===== config.mk =====
export PLATFORM = sky130hd
export DESIGN_NAME = rcs_slave
export DESIGN_NICKNAME = d
export VERILOG_FILES = /design/src/hdl/rcs_pkg.sv /design/src/hdl/rcs_regmem.sv /design/src/hdl/rcs_slave.sv
export SDC_FILE = /design/constraint.sdc
export NUM_CORES = 1
export LEC_CHECK = 0
export BUFFER_PORTS_ARGS = -buffer_cell sky130_fd_sc_hd__clkbuf_2
export CAP_MARGIN = 20
export CORE_MARGIN = 2
export CORE_UTILIZATION = 65
export DETAILED_ROUTE_END_ITERATION = 6
export PLACE_DENSITY_LB_ADDON = 0.2
export SKIP_CTS_REPAIR_TIMING = 1
export SLEW_MARGIN = 5
export SYNTH_ARGS = -nofsm -noshare
export SYNTH_HDL_FRONTEND = slang
export SYNTH_SLANG_ARGS = --single-unit

===== constraint.sdc =====
create_clock -name clock -period 9 [get_ports clock]
set_input_delay 1.8 -clock clock [delete_from_list [all_inputs] [get_ports clock]]
set_output_delay 1.8 -clock clock [all_outputs]
set_load 0.01 [all_outputs]

===== src/hdl/rcs_pkg.sv =====
// Purpose: shared constants and types for the radio config serial slave
// Assumes: 100 MHz system clock, serial clock sampled as an ordinary input
// Notes:   header byte is direction, burst, six-bit address from the top bit down
package rcs_pkg;
    localparam int          BYTE_W       = 8;
    localparam int          ADDR_W       = 6;
    localparam int          HDR_RW_BIT   = 7;
    localparam int          HDR_BURST_BIT = 6;
    localparam logic [2:0]  BIT_LAST     = 3'h7;
    localparam logic [2:0]  BIT_FIRST    = 3'h0;
    localparam int          MEM_DEPTH    = 64;
    localparam logic [7:0]  REG_RESET    = 8'h00;
    localparam logic [ADDR_W-1:0] ADDR_STEP = 6'h01;
    localparam int          STAT_RDY_BIT = 7;
    localparam int          STAT_ST_HI   = 6;
    localparam int          STAT_ST_LO   = 4;

    // header fields as they arrive on the line
    typedef struct packed {
        logic              rd;
        logic              burst;
        logic [ADDR_W-1:0] addr;
    } rcs_header_t;

    // status byte: ready flag low-active, state code, fifo count
    typedef struct packed {
        logic       rdy_n;
        logic [2:0] state;
        logic [3:0] fifo_cnt;
    } rcs_status_t;

    // one register write towards the config store
    typedef struct packed {
        logic              en;
        logic [ADDR_W-1:0] addr;
        logic [7:0]        data;
    } rcs_wr_t;
endpackage


===== src/hdl/rcs_regmem.sv =====
// Purpose: configuration register store, 64 bytes, registered read data
// Assumes: one write and one read port on the system clock
// Notes:   read data appears the cycle after the address is presented
`timescale 1ns/1ps
module rcs_regmem
    import rcs_pkg::*;
(
    // clock only, no reset
    input  wire logic              clock,
    // write port
    input  wire rcs_wr_t           wr,
    // read port
    input  wire logic [ADDR_W-1:0] rd_addr,
    output      logic [7:0]        rd_data
);
    logic [7:0] mem [MEM_DEPTH];

    always_ff @(posedge clock) begin
        if (wr.en) begin
            mem[wr.addr] <= wr.data;
        end
    end

    always_ff @(posedge clock) begin
        rd_data <= mem[rd_addr];
    end
endmodule


===== src/hdl/rcs_slave.sv =====
// Purpose: four-wire serial slave port for register and buffered data access
// Assumes: serial clock well below the system clock; all pins synchronised here
// Notes:   mode 0 style, msb first, status byte shifted out during header
`timescale 1ns/1ps
module rcs_slave
    import rcs_pkg::*;
(
    // clock and reset
    input  wire logic        clock,
    input  wire logic        srst,
    // serial pins
    input  wire logic        chip_select_low,
    input  wire logic        sclk,
    input  wire logic        sdi,
    output      logic        sdo,
    output      logic        sdo_oe,
    // radio core status
    input  wire logic        osc_stable,
    input  wire logic        sleep_state,
    input  wire logic        crystal_off_state,
    input  wire logic [2:0]  main_state,
    input  wire logic [3:0]  rx_fifo_bytes,
    input  wire logic [3:0]  tx_fifo_free,
    // buffered data path
    input  wire logic [7:0]  fifo_rd_data,
    output      logic        fifo_wr_stb,
    output      logic        fifo_rd_stb,
    output      logic [7:0]  fifo_wr_data,
    // config write echo
    output      logic        cfg_wr_stb,
    output      logic [5:0]  cfg_wr_addr,
    output      logic [7:0]  cfg_wr_data
);
    localparam logic [5:0] FIFO_ADDR = 6'h3f;

    typedef enum logic [2:0] {
        ST_IDLE = 3'b001,
        ST_HDR  = 3'b010,
        ST_DATA = 3'b100
    } rcs_state_t;

    // two flops per pin; first flop read only by the second
    logic [1:0] cs_s_q, ck_s_q, di_s_q, rdy_s_q;
    logic       ck_prev_q, cs_prev_q;
    always_ff @(posedge clock) begin
        if (srst) begin
            cs_s_q    <= 2'h3;
            ck_s_q    <= 2'h0;
            di_s_q    <= 2'h0;
            rdy_s_q   <= 2'h0;
            ck_prev_q <= 1'b0;
            cs_prev_q <= 1'b1;
        end else begin
            cs_s_q    <= {cs_s_q[0], chip_select_low};
            ck_s_q    <= {ck_s_q[0], sclk};
            di_s_q    <= {di_s_q[0], sdi};
            rdy_s_q   <= {rdy_s_q[0], osc_stable};
            ck_prev_q <= ck_s_q[1];
            cs_prev_q <= cs_s_q[1];
        end
    end

    logic cs_act, ck_rise, ck_fall, cs_fall, rdy;
    assign cs_act  = ~cs_s_q[1];
    assign ck_rise = cs_act & ck_s_q[1] & ~ck_prev_q;
    assign ck_fall = cs_act & ~ck_s_q[1] & ck_prev_q;
    assign cs_fall = cs_prev_q & ~cs_s_q[1];
    assign rdy     = rdy_s_q[1];

    rcs_state_t  state_q;
    logic [2:0]  bit_q;
    logic [7:0]  shin_q, shout_q;
    rcs_header_t hdr_q;
    logic        low_power_q;
    logic        byte_done;
    logic [7:0]  rx_byte;
    rcs_wr_t     mem_wr;
    logic [7:0]  mem_rd;
    rcs_status_t status;

    assign rx_byte   = {shin_q[6:0], di_s_q[1]};
    assign byte_done = ck_rise & (bit_q == BIT_LAST);

    always_comb begin
        status.rdy_n    = ~rdy;
        status.state    = main_state;
        status.fifo_cnt = hdr_q.rd ? rx_fifo_bytes : tx_fifo_free;
    end

    // low power at select fall decides sdo behaviour
    always_ff @(posedge clock) begin
        if (srst) begin
            low_power_q <= 1'b0;
        end else if (cs_fall) begin
            low_power_q <= sleep_state | crystal_off_state;
        end else if (rdy) begin
            low_power_q <= 1'b0;
        end
    end

    always_ff @(posedge clock) begin
        if (srst || !cs_act) begin
            state_q <= ST_IDLE;
            bit_q   <= BIT_FIRST;
            shin_q  <= REG_RESET;
        end else begin
            unique case (state_q)
                ST_IDLE: begin
                    if (rdy && !low_power_q) begin
                        state_q <= ST_HDR;
                    end
                end
                ST_HDR, ST_DATA: begin
                    if (ck_rise) begin
                        bit_q  <= bit_q + 3'h1;
                        shin_q <= rx_byte;
                        if (bit_q == BIT_LAST) begin
                            state_q <= ST_DATA;
                        end
                    end
                end
            endcase
        end
    end

    always_ff @(posedge clock) begin
        if (srst) begin
            hdr_q <= '0;
        end else if (byte_done && state_q == ST_HDR) begin
            hdr_q <= rx_byte;
        end else if (byte_done && state_q == ST_DATA && hdr_q.burst
                     && hdr_q.addr != FIFO_ADDR) begin
            hdr_q.addr <= hdr_q.addr + ADDR_STEP;
        end
    end

    // writes go to registers or tx fifo
    // only a complete byte is written
    always_comb begin
        mem_wr.en   = byte_done && state_q == ST_DATA && !hdr_q.rd
                      && hdr_q.addr != FIFO_ADDR;
        mem_wr.addr = hdr_q.addr;
        mem_wr.data = rx_byte;
    end

    always_ff @(posedge clock) begin
        if (srst) begin
            fifo_wr_stb  <= 1'b0;
            fifo_rd_stb  <= 1'b0;
            fifo_wr_data <= REG_RESET;
            cfg_wr_stb   <= 1'b0;
            cfg_wr_addr  <= '0;
            cfg_wr_data  <= REG_RESET;
        end else begin
            fifo_wr_stb  <= byte_done && state_q == ST_DATA && !hdr_q.rd
                            && hdr_q.addr == FIFO_ADDR;
            // header pop must look at the byte just taken, not the old header
            fifo_rd_stb  <= byte_done && (state_q == ST_HDR
                            ? (rx_byte[HDR_RW_BIT] && rx_byte[ADDR_W-1:0] == FIFO_ADDR)
                            : (hdr_q.rd && hdr_q.burst && hdr_q.addr == FIFO_ADDR));
            fifo_wr_data <= rx_byte;
            cfg_wr_stb   <= mem_wr.en;
            cfg_wr_addr  <= mem_wr.addr;
            cfg_wr_data  <= mem_wr.data;
        end
    end

    rcs_regmem u_mem (
        .clock   (clock),
        .wr      (mem_wr),
        .rd_addr (byte_done && state_q == ST_HDR ? rx_byte[ADDR_W-1:0] : hdr_q.addr),
        .rd_data (mem_rd)
    );

    // status during header and write data, read data otherwise
    // output shifted msb first on falling edge
    always_ff @(posedge clock) begin
        if (srst || !cs_act) begin
            shout_q <= REG_RESET;
        end else begin
            if (state_q == ST_IDLE) begin
                shout_q <= status;
            end else if (ck_rise && state_q == ST_HDR && bit_q == BIT_FIRST) begin
                // fifo count follows the direction bit just taken
                shout_q[STAT_ST_LO-1:0] <= di_s_q[1] ? rx_fifo_bytes : tx_fifo_free;
            end else if (ck_fall && state_q == ST_DATA && bit_q == BIT_FIRST) begin
                // load on the fall after a byte, so its msb is not shifted away
                shout_q <= !hdr_q.rd ? status
                           : (hdr_q.addr == FIFO_ADDR ? fifo_rd_data : mem_rd);
            end else if (ck_fall) begin
                shout_q <= {shout_q[6:0], 1'b0};
            end
        end
    end

    // output high until oscillator stable after low-power wake
    always_ff @(posedge clock) begin
        if (srst) begin
            sdo    <= 1'b1;
            sdo_oe <= 1'b0;
        end else begin
            sdo_oe <= cs_act;
            if (state_q == ST_IDLE) begin
                sdo <= ~rdy | low_power_q;
            end else begin
                sdo <= shout_q[STAT_RDY_BIT];
            end
        end
    end

    a_cs_clears_bits: assert property (@(posedge clock) disable iff (srst)
        !cs_act |=> bit_q == BIT_FIRST && state_q == ST_IDLE)
        else $error("bit counter not cleared by select high");
    a_no_partial_wr: assert property (@(posedge clock) disable iff (srst)
        !cs_act |=> !mem_wr.en)
        else $error("write while deselected");
    a_burst_step: assert property (@(posedge clock) disable iff (srst)
        byte_done && state_q == ST_DATA && hdr_q.burst && hdr_q.addr != FIFO_ADDR
        |=> hdr_q.addr == $past(hdr_q.addr) + ADDR_STEP)
        else $error("burst address did not step");
    a_sdo_not_ready: assert property (@(posedge clock) disable iff (srst)
        state_q == ST_IDLE && !rdy && cs_act |=> sdo)
        else $error("output low before oscillator stable");
    // header latched from the first byte
    a_hdr_latch: assert property (@(posedge clock) disable iff (srst)
        byte_done && state_q == ST_HDR |=> hdr_q == $past(rx_byte) && state_q == ST_DATA)
        else $error("header not captured");
    a_status_rdy: assert property (@(posedge clock) disable iff (srst)
        status.rdy_n == !rdy && status.state == main_state)
        else $error("status byte fields wrong");
    a_status_hdr: assert property (@(posedge clock) disable iff (srst)
        state_q == ST_IDLE && cs_act |=> shout_q == $past(status))
        else $error("status not loaded for header");
    // fifo write strobe follows fifo address byte
    a_fifo_wr: assert property (@(posedge clock) disable iff (srst)
        byte_done && state_q == ST_DATA && !hdr_q.rd && hdr_q.addr == FIFO_ADDR
        |=> fifo_wr_stb ##1 !fifo_wr_stb)
        else $error("fifo write strobe wrong");
    a_bit_step: assert property (@(posedge clock) disable iff (srst)
        ck_rise && state_q != ST_IDLE |=> bit_q == $past(bit_q) + 3'h1)
        else $error("bit counter did not advance");
endmodule


=== Yosys cells after proc, flatten, opt, wreduce, memory -nomap -nowiden ===
Memories as Yosys holds them, arrays and structs flattened. A register that Yosys moved wholly into a read port is not among the register bits.
Index checks and enable logic that the tools add are counted.

* Multiplexer cells: 22
* Multipliers: 0
* Shift operators: 0
* Order comparisons: 0
* Divide/modulo/power cells: 0
* Eq/ne operators: 11
* Reductions and logical operators: 28
* Bitwise gates (word level): 12
* $add $sub $neg: 2

{| class="wikitable"
|+ Operators by type and width
! operator !! count
|-
| 8-bit 2-to-1 mux || 5
|-
| 6-bit 2-to-1 mux || 3
|-
| 1-bit logical AND || 16
|-
| 4-bit 2-to-1 mux || 4
|-
| 6-bit == test (second input constant) || 2
|-
| 3-bit 2-to-1 mux || 3
|-
| 6-bit by 1-bit adder with 6-bit output (second input constant) || 1
|-
| 1-bit bitwise AND || 6
|-
| 3-bit == test (second input constant) || 2
|-
| 1-bit 2-to-1 mux || 6
|-
| 2-bit inequality test (second input constant) || 3
|-
| 6-bit inequality test (second input constant) || 1
|-
| 3-bit one-hot mux with 2 select lines || 1
|-
| 1-bit inverter || 4
|-
| 2-bit AND reduction || 2
|-
| 2-bit nonzero test || 2
|-
| 4-bit nonzero test || 1
|-
| 3-bit by 1-bit adder with 3-bit output (second input constant) || 1
|-
| 3-bit by 1-bit == test with 1-bit output (second input constant) || 1
|-
| 3-bit by 2-bit == test with 1-bit output (second input constant) || 1
|-
| 3-bit zero test || 1
|-
| 3-bit AND reduction || 1
|-
| 3-bit nonzero test || 1
|-
| 1-bit zero test || 2
|-
| other kinds (4) || 5
|}

* Input bits: 27
* Output and inout bits: 27
* Latch bits: 0
* Memory bits (writable): 512
* Word-level logic and storage cells: 98
* Register bits after elaboration: 59
* Memories kept: 1
* Memory bits (read-only): 0

{| class="wikitable"
|+ Memory list
! name !! words !! width !! read ports !! clocked after memory_dff !! wr ports !! RTL line !! text
|-
| u_mem.mem || 64 || 8 || 1 || 1 || 1 || rcs_regmem.sv:16 || <nowiki>logic [7:0] mem [MEM_DEPTH];</nowiki>
|}

=== Longest topological paths before layout ===
Gate-level depths: netlist of run 1.

* Depth after elaboration: 9
* Gate-level depth with buffers: 13

=== By module ===
A second synthesis of run 1 with hierarchy kept.

* Cell total of the unflattened synthesis: 1251
* Area, all modules: 22963.3 um2

{| class="wikitable"
|+ By module, submodules not included
! module !! seq. area each (um2) !! area an instance (um2) !! instances !! cells an instance
|-
| rcs_regmem || 15534.9 || 20166.8 || 1 || 940
|-
| rcs_slave || 1181.1 || 2796.4 || 1 || 311
|}

=== Worst setup path after synthesis of run 1 ===
Ideal clock, no wire load.

* Path kind: register -> register
* Start: register di_s_q[1]
* End: register u_mem.rd_data[0] (read register of u_mem.mem)
* Setup time: 0.126 ns
* Path buffers: 3
* Arrival: 2.809 ns
* Period minus slack after synthesis: 2.935 ns
* Cell stages (with the launch flop): 10
* Slack: 6.065 ns
* Path through: dfxtp_1 > clkbuf_1 > nand3_1 > clkbuf_1 > clkbuf_1 > nand3_1 > a21oi_1 > o41ai_1 > and4_1 > nand4_1

* Longest elaborated chain between the ends: 1

{| class="wikitable"
|+ Ends and longest elaborated chain
! what !! RTL line !! text
|-
| start, declared || rcs_slave.sv:43 || <nowiki>logic [1:0] cs_s_q, ck_s_q, di_s_q, rdy_s_q;</nowiki>
|-
| start signal, assigned || rcs_slave.sv:56 || <nowiki>di_s_q <= {di_s_q[0], sdi};</nowiki>
|-
| 6-bit 2-to-1 mux || rcs_slave.sv:171 || <nowiki>.rd_addr (byte_done && state_q == ST_HDR ? rx_byte[ADDR_W-1:0] : hdr_q.addr),</nowiki>
|-
| end, declared || rcs_regmem.sv:14 || <nowiki>output logic [7:0] rd_data</nowiki>
|}

Every way passes these cells.
A chain may end at the register's enable or synchronous reset.

=== Final worst setup path of run 1 ===
* Start: register bit_q[1]
* End: register u_mem.rd_data[6] (read register of u_mem.mem)

* Longest elaborated chain between the ends: 4

{| class="wikitable"
|+ Ends and longest elaborated chain
! what !! RTL line !! text
|-
| start, declared || rcs_slave.sv:71 || <nowiki>logic [2:0] bit_q;</nowiki>
|-
| start signal, assigned || rcs_slave.sv:115 || <nowiki>bit_q <= bit_q + 3'h1;</nowiki>
|-
| 3-bit == test || rcs_slave.sv:82 || <nowiki>assign byte_done = ck_rise & (bit_q == BIT_LAST);</nowiki>
|-
| 1-bit bitwise AND || rcs_slave.sv:82 ||
|-
| 1-bit logical AND || rcs_slave.sv:171 ||
|-
| 6-bit 2-to-1 mux || rcs_slave.sv:171 ||
|}

Every way passes these cells.

==> impl_results.md, run 1 <==
* Fraction of layout cells with a size suffix above 1 at about 11%
* Outcome: finished, violations left
* Area Overhead vs Synth at 9.092%
* Synthesized cell area at roughly 24000 um^2
* Number of synthesized flops with an enable pin at a little over 500
* Most frequent CP cell: ha_1
* Final nets at 1843
* Leakage power at 8.841 nW
* Setup ws final at between 4 and 5 ns
* Crit path capture type: flop
* 1st-iter DRT viols at around 2.6k
* Adder-cell share of the synthesized area at less than 1%
* Most common cell after layout, fill and taps aside: edfxtp_1
* FMAX at around 0.21 GHz
* Synth top area share at ~64%
* Root Driver: clkbuf_16
* Clock skew at between 0.02 and 0.025 ns
* Largest family of logic cells by synthesized area: compound AO/OA/AOI/OAI gates
* P per Cell Area at 196.2 nW/um^2
* Sink Count at just under 600
* Critical path arrival at about 5.2 ns
* Max stage delay cell, worst path: and4bb_1
* Worst-path maximum fanout at 75
* Max stage delay on crit path at approximately 0.86 ns
* Synth area leaders: edfxtp_1 (64%), dfxtp_1 (5.6%), nand3_1 (4.5%)
* Ys flop type: edfxtp_1
* Pre-antenna DRT Iters at 7
* Largest net degree at the start of global routing at between 100 and 150
* Wire per inst at 27.31 um
* Chip height at around 200 um
* Grt total ovfl at 0
* Syn. warnings at 0
* Ports at 54
* Vias at roughly 16k
* Non-Filler Instances at 2322
* Failing checks: DRC
* Final instance area at 26170 um^2
* Mean Syn Cell Area at 13.20 um^2
* Max-slew headroom at 26.41%
* CTS tree: built
* Multiplexer share of the synthesized area at between 5 and 6%
* Max VDD drop at between 0.1 and 0.15 mV
* Final worst-path cycle share at between 50% and 60%
* Crit path cell chain: ha_1 -> ha_1 -> and4bb_1 -> nand3_4 -> buf_4 -> nand3_1 -> a21oi_1 -> o41ai_1 -> and4_1 -> nand4_1
* Worst-Skew Late Latency at roughly 0.61 ns
* Worst-path clk slew at about 0.07 ns
* Initial antenna violation count at 0
* Simple-Gate Fraction of Synth Area at 10.16%
* Core area at around 36000 um^2
* Pre-CTS WS at 4.524 ns
* Most frequent cells in the layout: edfxtp_1 (512), nand3_1 (213), o21ai_0 (180)
* Placed cells at roughly 2.2k
* Dpl cell area at around 24000 um^2
* Drt total wl at ~63000 um
* Vias/cell at around 7
* # Max-Cap Violations at 0
* Final min period at roughly 4.7 ns
* Site Rows at 70
* Hold Violations, Final at 0
* Vias in the first global route at 15.15k
* Die width at just under 200 um
* Synth Area in Compound Gates at 11.19%
* Ant. Diodes at 0
* Clk buf depth at 3
* Die area at 38460 um^2
* Setup Viol. Count Final at 0
* Seq/Total Area, Yosys at a little over two thirds
* Hold WC Path Type: reg2reg
* Syn Inst Count at about 1.8k
* Final setup TNS at 0 ns
* Cts bufs inserted at 55
* H-tree levels at 2
* Synth Area in XOR/XNOR at less than 1%
* FFs w/ async S/R, synth at 0%
* Slew @ Worst Pin at approximately 1.1 ns
* Netlist cell types at 63
* Post-DP HPWL at approximately 37000 um
* Remaining antenna violation count at 0
* First-pass GRT wire length at about 95000 um
* Synth area leader: edfxtp_1
* Initial Util at between 60% and 70%
* Post-synthesis register bit count at ~580
* Critical Path RT at about 9.5 ns
* Drt drc at 12
* Post-synth net total at 1848
* All-layer global routing usage at approximately 33%
* Unrepaired setup endpoints after global routing: no
* IO buf count at 53
* RD Place Congestion at 0.8864
* Crit Path Category: reg2reg
* Critical path startpoint category: flop
* Final slew viol count at 0
* Fin util at 71.82%
critical path: cells and delay by family (launching register included):
family | cells | cell delay, ns
AND/OR/NAND/NOR | 5 | 2.30
AO/OA/AOI/OAI | 2 | 0.93
buffers and inverters | 1 | 0.66
flip-flops | 1 | 0.35
adder cells (fa/ha/maj) | 2 | 0.31
worst paths after layout:
path                      end      start  slack (ns)  cells after the start
min                 cs_s_q[1]  cs_s_q[0]        0.43                      1
max          u_mem.rd_data[6]   bit_q[1]        4.28                     10
max reg2reg  u_mem.rd_data[6]   bit_q[1]        4.28                     10
min reg2reg         cs_s_q[1]  cs_s_q[0]        0.43                      1
per-layer routing:
metal	up-vias	GRT usage [%]	share of wire, %
li1	6962	-	-
met1	7802	45.71	38
met2	1174	49.95	45
met3	203	8.114	12
met4	0	16.05	5.1
met5	-	0	0
power by group:
part | total [W] | switching [W] | internal (W)
Sequential | 0.00289 | 0.00000206 | 0.00289
Clock | 0.00222 | 0.000960 | 0.00126
Combinational | 0.0000247 | 0.0000151 | 0.00000963
Total | 0.00513 | 0.000977 | 0.00416
synthesized netlist by cell type, types with 2 or more instances:
library cell  count
a22oi_1           9
clkbuf_1         78
buf_6             8
a211oi_1          7
o221ai_1          3
inv_1            10
dfxtp_1          67
or2_2             3
o2bb2ai_2         2
a21boi_1          3
nand3_2           2
buf_1             7
nor3b_1           2
a211o_1           7
o211ai_1          2
a21boi_0          7
nor2_1          106
a222oi_1         24
mux2_2           23
o21ai_1           3
nand2b_1          6
a21oi_1         149
nand2_1          78
nor2b_1          34
and4_1            8
xnor2_1           4
buf_2            39
or3_1             3
clkbuf_2          2
a31oi_1           9
mux2i_1         106
ha_1              4
and3_1            3
nor4_1            2
nand3_1         214
nor4b_1           2
edfxtp_1        512
o21ai_4           2
buf_4            11
o41ai_1          32
o21ai_0         181
nor3_1            7
nand4_1          16
state kept, by name, summed over array words and instances (netlist names), 3 cells and up:
signal and cells:
bit_q 3, cfg_wr_addr 6, cfg_wr_data 8, hdr_q 8, shin_q 7, shout_q 8
state_q 3, u_mem.mem 512, u_mem.rd_data 8
cell families (layout without fill, tap and decap cells):
kind of cell / after synthesis / in the layout
and+or+nand+nor: 496 / 496
adders and majority gates: 4 / 4
AOI/OAI and AO/OA: 449 / 449
DFF: 579 / 579
muxes: 130 / 130
buffers and inverters: 155 / 192
xor gates and xnor gates: 4 / 4
cell type report:
type,count,area (um^2)
Fill cell,2342,10270
Inverter,10,37.54
Timing Repair Buffer,83,503.0
Sequential cell,579,16730
Clock inverter,31,240.2
Multi-Input combinational cell,1083,6605
Clock buffer,68,1468
Tap cell,468,585.6
through the flow:
stage,hold WS (ns),power [W]
3_5_place_dp,0.3953,0.002969
2_1_floorplan,0.3895,0.002958
6_report,0.4279,0.005135
5_1_grt,0.4425,0.005248
3_3_place_gp,0.4134,0.002968
4_1_cts,0.4234,0.005148
Power figures use the tool's default switching activity.
==> run 2, diff against run 1 <==
Settings changed: ABC_AREA set to 1, CORE_UTILIZATION 65 to 57.
Clock period 9 ns to 4.3 ns, I/O delays scaled along.
==> impl_results.md, run 2 <==
* Outcome: finished clean (was finished, violations left)
* Post-synth net total at 2548 (was 1848)
* Hold Violations, Final at 0 (unchanged)
* Max-slew headroom at 33.46% (was 26.41%)
* Hold WC Path Type: reg2reg (unchanged)
* H-tree levels at 2 (unchanged)
* Most common cell in the synthesized netlist: nand2_1 (was edfxtp_1)
* First-pass GRT wire length at 98410 um (was 94790 um)
* Largest Register: u_mem.mem (unchanged)
* Worst-Skew Late Latency at 0.62 ns (was 0.61 ns)
* Placed cells at 3080 (was 2221)
* Number of synthesized flops with an enable pin at 512 (unchanged)
* P per Cell Area at 393.2 nW/um^2 (was 196.2 nW/um^2)
* CTS tree: built (unchanged)
* Final setup TNS at 0 ns (unchanged)
* Syn Inst Count at 2517 (was 1817)
* # fillers at 3575 (was 2342)
* Fraction of layout cells with a size suffix above 1 at 8.137% (was 11.33%)
* IO buf count at 53 (unchanged)
* Drt total wl at 64590 um (was 63420 um)
* Most frequent cells in the layout: nand2_1 (602), edfxtp_1 (512), nand3_1 (491) (was edfxtp_1 (512), nand3_1 (213), o21ai_0 (180))
* Wire per inst at 20.28 um (was 27.31 um)
* Worst-path maximum fanout at 11 (was 75)
* All-layer global routing usage at 28.05% (was 33.09%)
* Unrepaired setup endpoints after global routing: no (unchanged)
* Chip height at 215.1 um (was 196.1 um)
* RD Place Congestion at 0.9045 (was 0.8864)
* Synth area leaders: edfxtp_1 (61%), nand3_1 (9.7%), nand2_1 (8.9%) (was edfxtp_1 (64%), dfxtp_1 (5.6%), nand3_1 (4.5%))
* Area Overhead vs Synth at 10.11% (was 9.092%)
* Vias in the first global route at 17.27k (was 15.15k)
* Mean Syn Cell Area at 10.09 um^2 (was 13.20 um^2)
* Most frequent CP cell: nor2_1 (was ha_1)
* Vias/cell at 5.629 (was 6.951)
* Critical path arrival at 3.91 ns (was 5.20 ns)
* Max stage delay cell, worst path: nor2_1 (was and4bb_1)
* Most common cell after layout, fill and taps aside: nand2_1 (was edfxtp_1)
* Seq/Total Area, Yosys at 65.80% (was 69.69%)
* Post-synthesis register bit count at 579 (unchanged)
* Die width at 215.1 um (was 196.1 um)
* Crit Path Category: reg2reg (unchanged)
* Setup Viol. Count Final at 0 (unchanged)
* Grt total ovfl at 0 (unchanged)
* Synthesized cell area at 25400 um^2 (was 23990 um^2)
* Largest net degree at the start of global routing at 89 (was 101)
* Netlist cell types at 36 (was 63)
* Root Driver: clkbuf_16 (unchanged)
* Site Rows at 77 (was 70)
* Final min period at 3.677 ns (was 4.723 ns)
* Synth area leader: edfxtp_1 (unchanged)
* Crit path max-delay family: simple AND/OR/NAND/NOR gates (unchanged)
* Synth top area share at 60.52% (was 64.10%)
* Clock skew at 0.02219 ns (was 0.02206 ns)
* Worst path bufs/invs at 3 (was 1)
* Max FFs per register at 512 (unchanged)
* Vias at 17.93k (was 16.14k)
* Worst-path clk slew at 0.06 ns (was 0.07 ns)
* Final nets at 2578 (was 1843)
* Post-DP HPWL at 38340 um (was 36950 um)
* 1st-iter DRT viols at 2233 (was 2616)
* Syn. warnings at 0 (unchanged)
* Initial Util at 57.57% (was 65.83%)
* FFs w/ async S/R, synth at 0% (unchanged)
* Max VDD drop at 0.3300 mV (was 0.1471 mV)
* Cts bufs inserted at 57 (was 55)
* Slew @ Worst Pin at 0.9981 ns (was 1.100 ns)
* Ports at 54 (unchanged)
* Leakage power at 11.85 nW (was 8.841 nW)
* Final slew viol count at 0 (unchanged)
* Ant. Diodes at 0 (unchanged)
* Final worst-path cycle share at 85.51% (was 52.48%)
* Critical path startpoint category: flop (unchanged)
* Max stage delay on crit path at 0.76 ns (was 0.86 ns)
* Dpl cell area at 26150 um^2 (was 24430 um^2)
* Most frequent cells after synthesis: nand2_1 (603), edfxtp_1 (512), nand3_1 (491) (was edfxtp_1 (512), nand3_1 (214), o21ai_0 (181))
* Sink Count at 579 (unchanged)
* Register area at 16730 um^2 (about the same)
* # Max-Cap Violations at 0 (unchanged)
* Non-Filler Instances at 3185 (was 2322)
* Area taken by multi-input logic gates at 6341 um^2 (was 6605 um^2)
* Crit path capture type: flop (unchanged)
* Critical Path RT at 4.53 ns (was 9.48 ns)
* Crit path cell chain: nand2_1 -> inv_1 -> nand2_1 -> nor2_1 -> buf_4 -> inv_1 -> nand3_1 -> nor2_1 -> nand3_1 -> nor2_1 (was ha_1 -> ha_1 -> and4bb_1 -> nand3_4 -> buf_4 -> nand3_1 -> a21oi_1 -> o41ai_1 -> and4_1 -> nand4_1)
* Core area at 44120 um^2 (was 36430 um^2)
* Remaining antenna violation count at 0 (unchanged)
* Die area at 46270 um^2 (was 38460 um^2)
* Clk buf depth at 3 (unchanged)
* Pre-antenna DRT Iters at 6 (was 7)
* FMAX at 0.2720 GHz (was 0.2117 GHz)
* Ys flop type: edfxtp_1 (unchanged)
* Final instance area at 27970 um^2 (was 26170 um^2)
* Initial antenna violation count at 0 (unchanged)
* Drt drc at 0 (was 12)
==> run 2: cell types whose count changed after synthesis, moves of 47 or more <==
| cell | previous run | this run |
|---|---|---|
| nand2_1 | 78 | 603 |
| inv_1 | 10 | 424 |
| nand3_1 | 214 | 491 |
| o21ai_0 | 181 | 34 |
| a21oi_1 | 149 | 30 |
| mux2i_1 | 106 | 0 |
| clkbuf_1 | 78 | 17 |
| nand3b_1 | 1 | 48 |
==> run 2: logic make-up (layout without fill, tap and decap cells) <==
group           after synthesis  after routing  synth area share, %
simple gates               1280           1280                22.40
flops                       579            579                65.80
buf+inv                     562            638                9.471
compound gates               92             92                2.128
fa+ha+maj                     4              4               0.1970
==> run 2: power by group <==
group | leakage [nW] | internal [W] | switching (W)
Sequential | 4.22 | 0.00604 | 0.00000465
Clock | 0.890 | 0.00285 | 0.00205
Combinational | 6.74 | 0.0000195 | 0.0000376
==> run 2: tightest hold or removal path: stages (launching register included) <==
cell	delay, ns
dfxtp_1	0.29
inv_1	0.04
nor2_1	0.03
==> run 2: cell type report <==
cell class	count	share of cell area [%]
repair buffers	104	2.612
clock buffers	73	5.457
clock inverters	32	1.056
flip-flops and latches	579	59.80
well taps	592	2.648
inverters	429	5.757
multi-input cells	1376	22.67
==> run 2: per-stage QoR <==
step	hold slack (ns)	total power [W]	setup WS (ns)	utilization [%]
global placement	0.3947	0.006219	0.7545	59.20
detailed placement	0.3940	0.006220	0.6707	59.26
finish	0.4072	0.01100	0.6231	63.39
global route	0.4238	0.01126	0.4362	63.39
CTS	0.4077	0.01104	0.6589	63.39
floorplan	0.3883	0.006191	1.421	-
==> run 2: layer usage <==
| metal | wire length, um | up-vias | global-route usage [%] |
|---|---|---|---|
| met5 | 0 | - | 0 |
| met4 | 1970 | 0 | 8.897 |
| met3 | 6117 | 144 | 5.110 |
| met2 | 29770 | 880 | 44.60 |
| met1 | 26740 | 8582 | 39.63 |
| li1 | - | 8321 | - |
==> run 2: final timing paths <==
kind / from / to / slack [ns] / depth (start not counted)
setup / recovery: hdr_q[4] / u_mem.mem[45][5] / 0.62 / 10
hold reg to reg: rdy_s_q[0] / rdy_s_q[1] / 0.41 / 2
hold / removal: rdy_s_q[0] / rdy_s_q[1] / 0.41 / 2
setup reg to reg: hdr_q[4] / u_mem.mem[45][5] / 0.62 / 10
==> run 3, diff against run 2 <==
Settings changed: ABC_AREA 1 to unset, CORE_UTILIZATION 57 to 56.
==> impl_results.md, run 3 (synthesis results as in run 1) <==
* Post-DP HPWL at 39140 um (was 38340 um)
* Critical path startpoint category: flop (unchanged)
* Sw Ratio at 19.32% (was 19.03%)
* RD Place Congestion at 0.9145 (was 0.9045)
* Final nets at 1893 (was 2578)
* R2R cell count at 11 (was 10)
* Non-Filler Instances at 2448 (was 3185)
* Slew @ Worst Pin at 1.048 ns (was 0.9981 ns)
* First-pass GRT wire length at 96880 um (was 98410 um)
* Hold Violations, Final at 0 (unchanged)
* Chip height at 211.0 um (was 215.1 um)
* Most common cell after layout, fill and taps aside: edfxtp_1 (was nand2_1)
* Root Driver: clkbuf_16 (unchanged)
* Most frequent cells in the layout: edfxtp_1 (512), nand3_1 (213), o21ai_0 (180) (was nand2_1 (602), edfxtp_1 (512), nand3_1 (491))
* Grt total ovfl at 0 (unchanged)
* Crit Path Category: reg2reg (unchanged)
* Critical path arrival at 4.45 ns (was 3.91 ns)
* Cts bufs inserted at 58 (was 57)
* Initial antenna violation count at 2 (was 0)
* 1st-iter DRT viols at 2537 (was 2233)
* RR Endpoint: u_mem.rd_data[3] (was u_mem.mem[45][5])
* Critical Path RT at 4.76 ns (was 4.53 ns)
* Area Overhead vs Synth at 11.71% (was 10.11%)
* Placed cells at 2340 (was 3080)
* Final min period at 3.988 ns (was 3.677 ns)
* Max-slew headroom at 29.89% (was 33.46%)
* Vias at 16.23k (was 17.93k)
* Final slew viol count at 0 (unchanged)
* Worst-path maximum fanout at 48 (was 11)
* FMAX at 0.2508 GHz (was 0.2720 GHz)
* R2R setup slack at 0.31 ns (was 0.62 ns)
* Clk pwr share at 44.9% (was 44.5%)
* Crit path capture type: flop (unchanged)
* Clock skew at 0.02781 ns (was 0.02219 ns)
* H-tree levels at 2 (unchanged)
* Max VDD drop at 0.3131 mV (was 0.3300 mV)
* Max FFs per register at 512 (unchanged)
* Pre-antenna DRT Iters at 7 (was 6)
* Initial Util at 56.93% (was 57.57%)
* Ports at 54 (unchanged)
* Power share of the sequential group at 54.7% (was 55.0%)
* Vias in the first global route at 15.38k (was 17.27k)
* Internal Power at 0.008920 W (was 0.008906 W)
* Drt drc at 0 (unchanged)
* Die width at 211.0 um (was 215.1 um)
* Unrepaired setup endpoints after global routing: no (unchanged)
* Fraction of layout cells with a size suffix above 1 at 14.05% (was 8.137%)
* # Max-Cap Violations at 0 (unchanged)
* Wire per inst at 26.55 um (was 20.28 um)
* P per Cell Area at 412.6 nW/um^2 (was 393.2 nW/um^2)
* Switching power at 0.002136 W (was 0.002093 W)
* Worst-Skew Late Latency at 0.63 ns (was 0.62 ns)
* Vias/cell at 6.630 (was 5.629)
* Leakage power at 9.161 nW (was 11.85 nW)
* Worst Setup SP: bit_q[1] (was hdr_q[4])
* All-layer global routing usage at 29.22% (was 28.05%)
* Drt total wl at 64980 um (was 64590 um)
* CP endpoint: u_mem.rd_data[3] (was u_mem.mem[45][5])
* IO buf count at 53 (unchanged)
* Fin util at 63.60% (was 63.39%)
* Core area at 42130 um^2 (was 44120 um^2)
* Largest net degree at the start of global routing at 138 (was 89)
* Final setup TNS at 0 ns (unchanged)
* Clk buf depth at 3 (unchanged)
* Hold WC Path Type: reg2reg (unchanged)
* Outcome: finished clean (unchanged)
* Die area at 44500 um^2 (was 46270 um^2)
* Final worst-path cycle share at 92.74% (was 85.51%)
* Largest Register: u_mem.mem (unchanged)
* CTS tree: built (unchanged)
* RR Startpoint: bit_q[1] (was hdr_q[4])
* Sink Count at 579 (unchanged)
* Comb power frac at 0.4% (was 0.5%)
* Remaining antenna violation count at 0 (unchanged)
* Setup Viol. Count Final at 0 (unchanged)
* Worst-path clk slew at 0.06 ns (about the same)
* Site Rows at 75 (was 77)
## run 3: cell count changes in the layout (fill, tap and decap cells not counted), moves of 26 or more
cell,change
a21oi_1,+118
buf_4,+26
inv_1,-414
mux2i_1,+106
nand2_1,-525
nand3_1,-278
nand3b_1,-47
nor2b_1,+34
o21ai_0,+146
o41ai_1,+32
## run 3: layout make-up
cell class	count	area, um^2
Fill cell	3120	15340
Tap cell	539	674.4
Clock inverter	31	291.5
Sequential cell	579	16730
Inverter	10	37.54
Antenna cell	1	2.502
Timing Repair Buffer	130	904.6
Clock buffer	75	1567
Multi-Input combinational cell	1083	6588
## run 3: how the worst min path moves through the flow
stage / cells after the start / end / startpoint
floorplan: 1 / cs_s_q[1] / cs_s_q[0]
global placement: 1 / cs_s_q[1] / cs_s_q[0]
detailed placement: 1 / cs_s_q[1] / cs_s_q[0]
CTS: 2 / cs_s_q[0] / chip_select_low
global route: 2 / cs_s_q[0] / chip_select_low
finish: 1 / cs_s_q[1] / cs_s_q[0]
## run 3: power groups by stage
stage          clock network, W  logic [W]  registers (W)
6_report                0.00496  0.0000494        0.00605
5_1_grt                 0.00519  0.0000538        0.00604
4_1_cts                 0.00499  0.0000495        0.00605
3_5_place_dp                  0  0.0000492        0.00617
3_3_place_gp                  0  0.0000483        0.00617
2_1_floorplan                 0  0.0000244        0.00617
## run 3: through the flow
step	hold WS (ns)	setup slack (ns)	instance area (um^2)	power, W
final	0.4192	0.3122	26800	0.01106
after global routing	0.4338	0.1896	26790	0.01129
after CTS	0.4226	0.4920	26780	0.01108
after detailed placement	0.4052	0.5043	24920	0.006215
after global placement	0.4099	0.5118	24910	0.006214
after floorplan	0.3895	1.365	23990	0.006190
## run 3: worst max-delay path, stage by stage (launching register included)
cell      delay (ns)
dfxtp_1         0.36
ha_1            0.17
ha_1            0.16
and4bb_1        0.27
buf_4           0.29
nand3_2         0.28
nand2_2         0.13
buf_4           0.66
mux2i_1         0.37
a222oi_1        0.19
a21boi_0        0.75
nand4_1         0.18
## run 3: metal layers
| metal | routed length, um | vias to the layer above | global-route usage, % |
|---|---|---|---|
| met1 | 26430 | 8035 | 42.96 |
| met2 | 28860 | 994 | 43.81 |
| met4 | 2439 | 2 | 10.93 |
| met5 | 10 | - | 0 |
| li1 | - | 7063 | - |
| met3 | 7242 | 137 | 5.412 |
